`src/crf_pkg.sv`:
```
// Package of constants for the core register, flag and return stack block.
package crf_pkg;
    // ========================================================================
    // Data-space addresses of the mapped registers.
    localparam logic [7:0]  ADDR_POINTER_ONE  = 8'h80;
    localparam logic [7:0]  ADDR_POINTER_TWO  = 8'h81;
    localparam logic [7:0]  ADDR_SHORT_ONE    = 8'h82;
    localparam logic [7:0]  ADDR_SHORT_SECOND = 8'h83;
    localparam logic [7:0]  ADDR_ACCUMULATOR  = 8'hFF;
    // ========================================================================
    // Reset values and widths.
    localparam logic [7:0]  RST_DATA_REG      = 8'h00;
    localparam logic [11:0] RST_PC            = 12'h000;
    localparam int          PC_W              = 12;
    localparam int          STACK_DEPTH       = 6;
    localparam logic [2:0]  STACK_MAX         = 3'h6;
    // ========================================================================
    // Flag contexts, one-hot.
    typedef enum logic [2:0]
    {
        CRF_CTX_NORMAL = 3'b001,
        CRF_CTX_INTR   = 3'b010,
        CRF_CTX_NMI    = 3'b100
    } crf_ctx_e;
    // Program counter update sources, one-hot.
    typedef enum logic [5:0]
    {
        CRF_PC_HOLD   = 6'b000001,
        CRF_PC_INCR   = 6'b000010,
        CRF_PC_BRANCH = 6'b000100,
        CRF_PC_JUMP   = 6'b001000,
        CRF_PC_CALL   = 6'b010000,
        CRF_PC_RETURN = 6'b100000
    } crf_pc_e;
endpackage

```
`src/crf_return_stack.sv`:
```
// Six-level return stack for the program counter, with context history.
`timescale 1ns/1ps
module crf_return_stack
(
    // Clock, reset and enable.
    input  wire logic                 clk_i,
    input  wire logic                 rst_i,
    input  wire logic                 ce_i,
    // Push and pop controls.
    input  wire logic                 push_i,
    input  wire logic                 pop_i,
    input  wire logic [11:0]          push_pc_i,
    input  wire logic [2:0]           push_ctx_i,
    // Top of stack and state.
    output logic      [11:0]          top_pc_o,
    output logic      [2:0]           top_ctx_o,
    output logic                      empty_o,
    output logic      [2:0]           level_o
);
    // ========================================================================
    // Storage levels; level 0 is the first level.
    logic [11:0] pc_lvl_ff  [crf_pkg::STACK_DEPTH];
    logic [2:0]  ctx_lvl_ff [crf_pkg::STACK_DEPTH];
    logic [2:0]  level_ff;

    // Each level shifts deeper on push and up on pop.
    genvar g;
    generate
        for (g = 0; g < crf_pkg::STACK_DEPTH; g = g + 1)
        begin : g_lvl
            always_ff @(posedge clk_i)
            begin
                if (rst_i)
                begin
                    pc_lvl_ff[g]  <= crf_pkg::RST_PC;
                    ctx_lvl_ff[g] <= 3'h4;
                end
                else if (ce_i && push_i)
                begin
                    pc_lvl_ff[g]  <= (g == 0) ? push_pc_i : pc_lvl_ff[(g == 0) ? 0 : g - 1]; // [RQ18]
                    ctx_lvl_ff[g] <= (g == 0) ? push_ctx_i : ctx_lvl_ff[(g == 0) ? 0 : g - 1]; // [RQ23]
                end
                else if (ce_i && pop_i && level_ff != 3'h0)
                begin
                    // The deepest level keeps its value; nothing fills it from below.
                    pc_lvl_ff[g]  <= pc_lvl_ff[(g == crf_pkg::STACK_DEPTH - 1) ? g : g + 1]; // [RQ19]
                    ctx_lvl_ff[g] <= ctx_lvl_ff[(g == crf_pkg::STACK_DEPTH - 1) ? g : g + 1];
                end
            end
        end
    endgenerate

    // Fill level saturates at six and at zero.
    always_ff @(posedge clk_i)
    begin
        if (rst_i)
            level_ff <= 3'h0;
        else if (ce_i && push_i && level_ff != crf_pkg::STACK_MAX)
            level_ff <= level_ff + 3'h1; // [RQ20]
        else if (ce_i && pop_i && !push_i && level_ff != 3'h0)
            level_ff <= level_ff - 3'h1; // [RQ21]
    end

    assign top_pc_o  = pc_lvl_ff[0];
    assign top_ctx_o = ctx_lvl_ff[0];
    assign empty_o   = (level_ff == 3'h0);
    assign level_o   = level_ff;
endmodule

```
`src/crf_core_regs.sv`:
```
// Programmer-visible core registers: data-space registers, counter and flag pairs.
`timescale 1ns/1ps
// How it works
// [RQ1] Accumulator is 8 bits, also a data-space location at FFh.
// [RQ2] First pointer at 80h, second at 81h, data-space readable and writable.
// [RQ3] Two short-direct holding registers live at 82h and 83h.
// [RQ4] Indirect mode uses a selected pointer as the operand address.
// [RQ5] Program counter is 12 bits, covering 4096 program bytes.
// [RQ6] Larger program space uses a separate bank register; counter stays 12 bits.
// [RQ7] Normal fetch increments the program counter by one.
// [RQ8] Relative branch loads counter plus signed offset.
// [RQ9] Jump, call, interrupt vector and reset vector load the counter.
// [RQ10] Three carry/zero pairs: normal, interrupt and non-maskable.
// [RQ11] Entry switches to the context's pair; interrupt exit restores previous.
// [RQ12] Context switch never clears any flag pair.
// [RQ13] Flag reads and writes touch only the active context's pair.
// [RQ14] Carry follows arithmetic carry or borrow, bit tests, and feeds rotate-left.
// [RQ15] Zero is set when the last result equals zero.
// [RQ16] Reset enters non-maskable context and uses its flag pair.
// [RQ17] Six-level 12-bit hardware return stack outside data space.
// [RQ18] Call or entry shifts levels deeper and pushes the counter.
// [RQ19] Return pops level one into the counter and shifts levels up.
// [RQ20] Beyond six nestings the stack stays deepest, oldest address lost.
// [RQ21] Return on empty stack keeps position and continues sequentially.
// [RQ22] Only the counter is stacked, never data-space registers.
// [RQ23] Context history is stacked so nested exits restore the right pair.
module crf_core_regs
(
    // Clock, reset and enable.
    input  wire logic                 clk_i,
    input  wire logic                 rst_i,
    input  wire logic                 ce_i,
    // Data-space bus.
    input  wire logic [7:0]           ds_addr_i,
    input  wire logic                 ds_wr_i,
    input  wire logic [7:0]           ds_wdata_i,
    output logic      [7:0]           ds_rdata_o,
    output logic                      ds_hit_o,
    // Indirect addressing.
    input  wire logic                 ind_sel_i,
    output logic      [7:0]           ind_addr_o,
    // Accumulator load from the arithmetic unit.
    input  wire logic                 acc_load_i,
    input  wire logic [7:0]           acc_data_i,
    output logic      [7:0]           acc_o,
    // Program counter control.
    input  wire logic [5:0]           pc_op_i,
    input  wire logic [11:0]          pc_target_i,
    input  wire logic [7:0]           branch_offset_i,
    input  wire logic [11:0]          reset_vector_i,
    input  wire logic                 intr_entry_i,
    input  wire logic                 nmi_entry_i,
    input  wire logic [11:0]          intr_vector_i,
    input  wire logic                 intr_exit_i,
    output logic      [11:0]          program_counter_o,
    // Flag updates.
    input  wire logic                 arith_upd_i,
    input  wire logic                 arith_carry_i,
    input  wire logic [7:0]           result_i,
    input  wire logic                 logic_upd_i,
    input  wire logic                 bit_test_i,
    input  wire logic                 tested_bit_i,
    output logic                      carry_o,
    output logic                      zero_o,
    output logic                      rotate_in_o,
    // Context and stack state.
    output logic      [2:0]           context_o,
    output logic      [2:0]           stack_level_o,
    output logic                      stack_empty_o
);
    // ========================================================================
    // Registers.
    logic [7:0]  accumulator_ff;
    logic [7:0]  pointer_one_ff;
    logic [7:0]  pointer_two_ff;
    logic [7:0]  short_direct_one_ff;
    logic [7:0]  short_direct_second_ff;
    logic [11:0] pc_ff;
    logic [2:0]  ctx_ff;
    logic [1:0]  flags_ff [3];
    logic [7:0]  rdata_ff;
    logic        hit_ff;
    logic        started_ff;

    // ========================================================================
    // Address decode.
    wire hit_acc  = (ds_addr_i == crf_pkg::ADDR_ACCUMULATOR); // [RQ1]
    wire hit_p1   = (ds_addr_i == crf_pkg::ADDR_POINTER_ONE); // [RQ2]
    wire hit_p2   = (ds_addr_i == crf_pkg::ADDR_POINTER_TWO); // [RQ2]
    wire hit_v    = (ds_addr_i == crf_pkg::ADDR_SHORT_ONE); // [RQ3]
    wire hit_w    = (ds_addr_i == crf_pkg::ADDR_SHORT_SECOND); // [RQ3]
    wire any_hit  = hit_acc | hit_p1 | hit_p2 | hit_v | hit_w;
    wire [7:0] rd_mux = hit_acc ? accumulator_ff :
                        hit_p1  ? pointer_one_ff :
                        hit_p2  ? pointer_two_ff :
                        hit_v   ? short_direct_one_ff :
                        hit_w   ? short_direct_second_ff : 8'h00;

    // Indirect operand address comes straight from the chosen pointer.
    assign ind_addr_o = ind_sel_i ? pointer_two_ff : pointer_one_ff; // [RQ4]

    // ========================================================================
    // Accumulator: an arithmetic load wins over a data-space write in one cycle.
    always_ff @(posedge clk_i)
    begin
        if (rst_i)
            accumulator_ff <= crf_pkg::RST_DATA_REG;
        else if (ce_i && acc_load_i)
            accumulator_ff <= acc_data_i; // [RQ1]
        else if (ce_i && ds_wr_i && hit_acc)
            accumulator_ff <= ds_wdata_i; // [RQ1]
    end

    // Pointer and short-direct registers written over data space.
    always_ff @(posedge clk_i)
    begin
        if (rst_i)
        begin
            pointer_one_ff         <= crf_pkg::RST_DATA_REG;
            pointer_two_ff         <= crf_pkg::RST_DATA_REG;
            short_direct_one_ff    <= crf_pkg::RST_DATA_REG;
            short_direct_second_ff <= crf_pkg::RST_DATA_REG;
        end
        else if (ce_i && ds_wr_i)
        begin
            if (hit_p1)
                pointer_one_ff <= ds_wdata_i; // [RQ2]
            if (hit_p2)
                pointer_two_ff <= ds_wdata_i; // [RQ2]
            if (hit_v)
                short_direct_one_ff <= ds_wdata_i; // [RQ3]
            if (hit_w)
                short_direct_second_ff <= ds_wdata_i; // [RQ3]
        end
    end

    // Read data is registered so it lands one cycle after the address.
    always_ff @(posedge clk_i)
    begin
        if (rst_i)
        begin
            rdata_ff <= 8'h00;
            hit_ff   <= 1'b0;
        end
        else if (ce_i)
        begin
            rdata_ff <= rd_mux;
            hit_ff   <= any_hit;
        end
    end
    assign ds_rdata_o = rdata_ff;
    assign ds_hit_o   = hit_ff;

    // ========================================================================
    // Return stack. Only the counter and the flag context go in, no data registers.
    logic [11:0] top_pc;
    logic [2:0]  top_ctx;
    logic        stk_empty;
    wire         is_call   = (pc_op_i == crf_pkg::CRF_PC_CALL);
    wire         is_return = (pc_op_i == crf_pkg::CRF_PC_RETURN);
    wire         entry     = intr_entry_i | nmi_entry_i;
    wire         do_push   = entry | (is_call & !intr_exit_i); // [RQ22]
    wire         do_pop    = (is_return | intr_exit_i) & !do_push;
    // Interrupt entry stacks the counter itself; an entry with a call in the same cycle stacks the counter plus one.
    wire [11:0]  push_pc   = is_call ? (pc_ff + 12'h001) : pc_ff;

    crf_return_stack u_stack
    (
        .clk_i      (clk_i),
        .rst_i      (rst_i),
        .ce_i       (ce_i),
        .push_i     (do_push), // [RQ17]
        .pop_i      (do_pop),
        .push_pc_i  (push_pc),
        .push_ctx_i (ctx_ff), // [RQ23]
        .top_pc_o   (top_pc),
        .top_ctx_o  (top_ctx),
        .empty_o    (stk_empty),
        .level_o    (stack_level_o)
    );
    assign stack_empty_o = stk_empty;

    // ========================================================================
    // Program counter next value. The offset is sign-extended to counter width.
    wire [11:0] branch_sum = pc_ff + {{4{branch_offset_i[7]}}, branch_offset_i}; // [RQ8]
    logic [11:0] nxt_pc;
    always_comb
    begin
        nxt_pc = pc_ff;
        if (entry)
            nxt_pc = intr_vector_i; // [RQ9]
        else if (intr_exit_i)
            nxt_pc = stk_empty ? pc_ff + 12'h001 : top_pc; // [RQ21]
        else
        begin
            case (pc_op_i)
                crf_pkg::CRF_PC_HOLD:   nxt_pc = pc_ff;
                crf_pkg::CRF_PC_INCR:   nxt_pc = pc_ff + 12'h001; // [RQ7]
                crf_pkg::CRF_PC_BRANCH: nxt_pc = branch_sum; // [RQ8]
                crf_pkg::CRF_PC_JUMP:   nxt_pc = pc_target_i; // [RQ9]
                crf_pkg::CRF_PC_CALL:   nxt_pc = pc_target_i; // [RQ9]
                crf_pkg::CRF_PC_RETURN: nxt_pc = stk_empty ? pc_ff + 12'h001 : top_pc; // [RQ19] [RQ21]
                default:                nxt_pc = pc_ff;
            endcase
        end
    end

    // The counter wraps in 12 bits; banked program space is outside this block.
    always_ff @(posedge clk_i)
    begin
        if (rst_i)
        begin
            pc_ff      <= crf_pkg::RST_PC;
            started_ff <= 1'b0;
        end
        else if (ce_i && !started_ff)
        begin
            // The vector is a port, so it is loaded on the first enabled edge after release.
            pc_ff      <= reset_vector_i; // [RQ9]
            started_ff <= 1'b1;
        end
        else if (ce_i)
            pc_ff <= nxt_pc; // [RQ5] [RQ6]
    end
    assign program_counter_o = pc_ff;

    // ========================================================================
    // Active flag context.
    logic [2:0] nxt_ctx;
    always_comb
    begin
        nxt_ctx = ctx_ff;
        if (nmi_entry_i)
            nxt_ctx = crf_pkg::CRF_CTX_NMI; // [RQ11]
        else if (intr_entry_i)
            nxt_ctx = crf_pkg::CRF_CTX_INTR; // [RQ11]
        else if (intr_exit_i && !stk_empty)
            nxt_ctx = top_ctx; // [RQ11] [RQ23]
    end

    always_ff @(posedge clk_i)
    begin
        if (rst_i)
            ctx_ff <= crf_pkg::CRF_CTX_NMI; // [RQ16]
        else if (ce_i)
            ctx_ff <= nxt_ctx;
    end
    assign context_o = ctx_ff;

    // ========================================================================
    // Flag pairs, bit 1 carry and bit 0 zero. Only the active pair updates.
    wire [1:0] ctx_idx = ctx_ff[2] ? 2'd2 : ctx_ff[1] ? 2'd1 : 2'd0; // [RQ13]
    wire       res_zero = (result_i == 8'h00);

    genvar f;
    generate
        for (f = 0; f < 3; f = f + 1)
        begin : g_flags
            always_ff @(posedge clk_i)
            begin
                if (rst_i)
                    flags_ff[f] <= 2'b00;
                else if (ce_i && ctx_idx == f) // [RQ10] [RQ12] [RQ13]
                begin
                    if (arith_upd_i)
                        flags_ff[f] <= {arith_carry_i, res_zero}; // [RQ14] [RQ15]
                    else if (bit_test_i)
                        flags_ff[f][1] <= tested_bit_i; // [RQ14]
                    else if (logic_upd_i)
                        flags_ff[f][0] <= res_zero; // [RQ15]
                end
            end
        end
    endgenerate

    assign carry_o     = flags_ff[ctx_idx][1]; // [RQ13]
    assign zero_o      = flags_ff[ctx_idx][0];
    assign rotate_in_o = flags_ff[ctx_idx][1]; // [RQ14]
    assign acc_o       = accumulator_ff;
endmodule

```
`config.mk`:
```
export PLATFORM = sky130hd
export DESIGN_NAME = crf_core_regs
export DESIGN_NICKNAME = d
export VERILOG_FILES = /design/src/crf_pkg.sv /design/src/crf_return_stack.sv /design/src/crf_core_regs.sv
export SDC_FILE = /design/constraint.sdc
export NUM_CORES = 1
export LEC_CHECK = 0
export BUFFER_PORTS_ARGS = -buffer_cell sky130_fd_sc_hd__buf_4
export CAP_MARGIN = 20
export CORE_MARGIN = 1
export CORE_UTILIZATION = 57
export CTS_CLUSTER_SIZE = 30
export DETAILED_ROUTE_END_ITERATION = 12
export PLACE_DENSITY = 0.77
export SLEW_MARGIN = 20
export SYNTH_ARGS = -nofsm -noshare
export SYNTH_HDL_FRONTEND = slang
export SYNTH_HIERARCHICAL = 1
export SYNTH_SLANG_ARGS = --single-unit
```
`constraint.sdc`:
```
create_clock -name clk_i -period 4.6 [get_ports clk_i]
set_clock_uncertainty 0.15 [all_clocks]
set_input_delay 0.23 -clock clk_i [delete_from_list [all_inputs] [get_ports clk_i]]
set_output_delay 0.23 -clock clk_i [all_outputs]
set_load 0.01 [all_outputs]
```
After elaboration in Yosys (flattened, before gate mapping). Memory sizes are Yosys's and may differ from the RTL's. Index checks and enable logic that the tools add are counted.

Bits in registers: 68. Bits in writable memories: 96. Bits of input ports: 96. Output and inout port bits: 47. Word-level logic and storage cells: 204. Memories kept: 3.

Memory list: u_stack.pc_lvl_ff (words 6, width 12, rd ports 6, clocked after memory_dff 0, write ports 6, RTL line crf_return_stack.sv:22) `logic [11:0] pc_lvl_ff [crf_pkg::STACK_DEPTH];`; u_stack.ctx_lvl_ff (words 6, width 3, rd ports 6, clocked after memory_dff 0, write ports 6, RTL line crf_return_stack.sv:23) `logic [2:0] ctx_lvl_ff [crf_pkg::STACK_DEPTH];`; flags_ff (words 3, width 2, rd ports 1, clocked after memory_dff 0, write ports 3, RTL line crf_core_regs.sv:80) `logic [1:0] flags_ff [3];`.

Add/subtract/negate cells: 4. Equal/unequal tests: 13. Multiplexer cells: 97. Bitwise operators: 42. Reductions and logical operators: 34.

Operators by type and width (number): $mux 12 (18); $mux 8 (8); $mux 3 (17); $mux 1 (49); $pmux 12 s4 (1); $eq 8x8->1 const B (5); $or 1x1->1 (40); $logic_and 1x1->1 (14); $add 12x1->12 const B (1); $add 12x12->12 (1); $reduce_and 2->1 (6); $logic_not 8->1 (1); $mux 2 (4); $reduce_bool 7->1 (1); $eq 6x2->1 const B (1); $eq 6x3->1 const B (1); $eq 6x4->1 const B (1); $eq 6x5->1 const B (1); $eq 6x6->1 const B (1); $reduce_bool 2->1 (3); $reduce_bool 3->1 (2); $logic_not 1->1 (4); $add 3x1->3 const B (1); $logic_not 3->1 (1); 7 further kinds (8).

Longest topological paths before layout.
Word-level depth: 12. Mapped depth: 12. Gate-level depth less buffers: 11.

Cells and area by module. Netlist, hierarchy kept.

By module, submodules not included: crf_core_regs (times used 1, cells each 611, area each 4897.2 µm², sequential area each 1481.4 µm²); crf_return_stack (times used 1, cells each 247, area each 3961.3 µm², sequential area each 2762.6 µm²).

Worst setup path after synthesis. OpenSTA, ideal clock, no wires.

Kind: input to register. Start: input pc_op_i[3]. End: memory u_stack.ctx_lvl_ff[0][0] (enable). Library setup time: 392 ps. Arrival: 3181 ps. Data required time: 4058 ps. Slack: 878 ps. Stages: 7. Buffers on the path: 1. Path through: buf_2 > or3b_1 > nand2b_1 > o21ai_0 > nand2_1 > nand2b_1 > or2_2.

RTL lines: start: declaration (RTL line crf_core_regs.sv:47) `input wire logic [5:0] pc_op_i,`; end: declaration (RTL line crf_return_stack.sv:23).

==> metrics list <==
- Total number of yosys warnings: 6
- Number of optimization iterations in the first detailed-route pass: 5
- Counting along the longest clock path gives a buffer depth of 2.
- Across the run, the number of max-cap violations was 0.
- Count of filler cells inserted in the layout: 1,152
* Final setup violation count: 0
* Final max-slew violation count: 0
- Max-slew headroom: 0.399
- Part of the Yosys area used for sequential elements: 0.479
- Post-synthesis adder-cell area fraction: 0.0215
* Initial antenna violation count: 0
* CP required: 4.53 ns
- After synthesis, the share of flip-flops with an asynchronous set or reset is 0.
- Final standard cell area without fillers: 10,600 sq um
- The tightest min-delay check is of the input pin to flip-flop type.
* Endpoint class of the critical path: flip-flop
- Final Net Count: 1,086
- The routed design uses 1.57 mm of met3 wire.
- Summed over all failing endpoints, the final setup total negative slack is 0 ns.
- Measured against the total synthesized area, the mux share comes to 0.0617.
- The number of global-route vias before repair was 6,777.
- Entering global routing, the biggest net connects 77 pins.
* Number of input and output port buffers inserted: 142
* Leak Pwr: 4.32 nW
- The synthesized netlist occupies a cell area of 8860 sq um.
- The congestion estimate from routability-driven global placement came to 0.894.
* Transition time at the pin with the least slew margin: 0.899 ns
- WL/cell: 19.3 um
- Post-detail-place hpwl: 15.5 mm
- A synthesized cell averages 10.3 sq um.
* Initial detailed-routing violation count: 666
* Drt total wl: 22.7 mm
* CTS buffer count: 17
- Biggest fanout along the worst timing path: 32
- Fmax: 301 MHz
- Final Hold Violating Endpoints: 0
- Clock-pin slew was measured on the worst setup and hold paths at 0.06 ns.
* Crit path kind: input pin to flip-flop
- Xor and xnor area share after synthesis: 0.0277
* Post-synthesis net count: 968
- Clock root cell: sky130_fd_sc_hd__clkbuf_16
- Share of final-layout standard cells stronger than drive strength 1: 0.220
* Initial core utilization: 0.583
- Counting flops and latches in the post-synthesis netlist gives 164.
- Antenna-violating nets left: 0
- Global routing finished with a remaining overflow of 0.
- Routed metal-1 wirelength: 10.4 mm
- For this design the ratio of total power to cell area is 333 nW/um^2.
- Leading cell type in the layout, fill and taps excluded: sky130_fd_sc_hd__buf_4
- Time the worst path needs with I/O delays and setup: 3.32 ns
* Met2 WL: 10.0 mm
* Highest routed metal layer: met4
* Die Ht: 127 um
- Largest vdd supply drop: 0.303 mV
- The clock tree synthesis step divided the H-tree into 4 levels.
- The worst setup path is launched from an input pin.
- Setup repair after global routing left no endpoint under its margin.
- The core region is 15,200 sq um.
- The compound-cell area share of the yosys netlist was 0.205.
- Post-placement cell area: 9840 sq um
* Period utilization: 0.722
- For the worst setup path, the data arrival time is 3.25 ns.
* Wire length of the first global-routing pass: 35.5 mm
* Tot GR Track Use: 0.287
- Diodes inserted: 0
- After synthesis, the largest family of logic cells by area is compound AO/OA/AOI/OAI gates.
- For this block, the via count after detailed routing is 7,390.
* Post-DR vias/cell: 6.28
- The flow ran to the end, and the final reports show no timing, DRC or antenna violations.
* Chip width: 127 um
- For the worst flop-to-flop path, the logic depth is 6.
* Die ar.: 16,000 sq um
- Number of sinks driven by the clock tree: 164
- Synth Area in Simple Gates: 0.154
- Clock tree from TritonCTS: done
- Number of flops mapped to enable cells by yosys: 96
* # resized after CTS: 0
- Worst hold path depth: 3
- Post-CTS setup buffers: 0
* Synthesized instance count: 858
* Number of distinct library cells after synthesis: 74
- CTS Hold Buffers Added: 19
- Clock latency reported for the late side of the worst-skew pair: 0.42 ns
* # rows: 45
- DRC violation count after routing: 0
* I/O pin cnt: 143
- For this run, the leading register cell type out of synthesis is sky130_fd_sc_hd__edfxtp_1.
* Total power consumption of the routed design: 0.00352 W
* Area grow syn2layout: 19.2%
* Commonest non-fill, non-tap cells in the layout: sky130_fd_sc_hd__buf_4 (151), sky130_fd_sc_hd__nor2_1 (96), sky130_fd_sc_hd__edfxtp_1 (96)
stage by stage:
step | setup WS, ns | hold slack, ns | utilization | cells
global route | 1.01 | 0.00996 | 0.695 | 1176
detailed placement | 1.02 | 0.315 | 0.647 | 1126
CTS | 1.33 | 0.00506 | 0.695 | 1176
finish | 1.28 | 0.0186 | 0.695 | 1176
global placement | 1.06 | 0.306 | 0.647 | 1126
floorplan | 0.878 | 0.224 | - | 858
flip-flops by register name (all words and copies together) (netlist names):
signal	flops
short_direct_one_ff	8
pointer_two_ff	8
pointer_one_ff	8
context_o	3
started_ff	1
u_stack/pc_lvl_ff	72
u_stack/level_o	3
ds_rdata_o	8
short_direct_second_ff	8
flags_ff	6
program_counter_o	12
ds_hit_o	1
acc_o	8
u_stack/ctx_lvl_ff	18
worst max-delay path: stages:
cell	delay, ns
sky130_fd_sc_hd__dlygate4sd3_1	0.54
sky130_fd_sc_hd__buf_4	0.15
sky130_fd_sc_hd__nor2_1	0.09
sky130_fd_sc_hd__buf_4	0.17
sky130_fd_sc_hd__o21ai_0	0.10
sky130_fd_sc_hd__buf_4	0.18
sky130_fd_sc_hd__nor2_1	0.16
sky130_fd_sc_hd__nand2_1	0.12
sky130_fd_sc_hd__nor3_1	0.37
sky130_fd_sc_hd__or2_2	0.63
sky130_fd_sc_hd__buf_4	0.49
path summary, 6_finish.rpt:
check                                       start                       end  slack, ns
worst max-delay path                  nmi_entry_i  u_stack/pc_lvl_ff[1][12]       1.28
worst min-delay path                   acc_load_i                  acc_o[3]       0.02
worst max register to register         started_ff     program_counter_o[10]       1.73
worst min register to register  pointer_one_ff[7]         pointer_one_ff[7]       0.32
routing by layer:
layer | vias to the layer above | track usage
met1 | 3513 | 0.421
li1 | 3494 | -
met3 | 51 | 0.0557
met5 | - | 0
met2 | 332 | 0.421
met4 | 0 | 0.109
layout make-up:
| type | instances | area [sq um] | share of cell area |
|---|---|---|---|
| Sequential cell | 164 | 4240 | 0.402 |
| Clock inverter | 13 | 100 | 0.00948 |
| Multi-Input combinational cell | 609 | 4180 | 0.395 |
| Clock buffer | 18 | 429 | 0.0406 |
| Inverter | 14 | 52.6 | 0.00498 |
| Timing Repair Buffer | 170 | 1320 | 0.125 |
| Tap cell | 188 | 235 | 0.0223 |
power breakdown:
group	switching [W]	leakage, nW	internal (W)	total, W
Clock	0.000598	0.256	0.000696	0.00129
Sequential	0.0000809	1.58	0.00164	0.00172
Combinational	0.000279	2.49	0.000229	0.000508
kinds of logic after synthesis:
kind of cell,Yosys count
simple gates,278
compound gates,241
flops,164
buf+inv,85
mux,48
xor+xnor,28
fa+ha+maj,14
synth_stat cells, drive strengths merged (6+ instances only):
cell type / number / area share
o22a: 7 / 0.0069
and3: 9 / 0.0064
mux2i: 31 / 0.035
nand4: 6 / 0.0042
a311oi: 8 / 0.0079
nor4: 10 / 0.0088
buf: 44 / 0.034
mux2: 13 / 0.017
nor3: 22 / 0.013
a21oi: 35 / 0.020
nand2: 53 / 0.022
a22o: 70 / 0.069
edfxtp: 96 / 0.33
a22oi: 7 / 0.0059
nor2: 99 / 0.043
nand3: 32 / 0.019
clkbuf: 27 / 0.011
o211ai: 9 / 0.0076
o22ai: 6 / 0.0042
inv: 13 / 0.0055
or2: 8 / 0.0056
and2: 14 / 0.0099
a211o: 6 / 0.0059
a211oi: 10 / 0.0085
dfxtp: 68 / 0.15
xor2: 12 / 0.012
ha: 12 / 0.017
a31oi: 9 / 0.0064
o21ai: 30 / 0.017
xnor2: 16 / 0.016
a221oi: 8 / 0.0079
No activity file was read; power rests on OpenSTA's default activity.
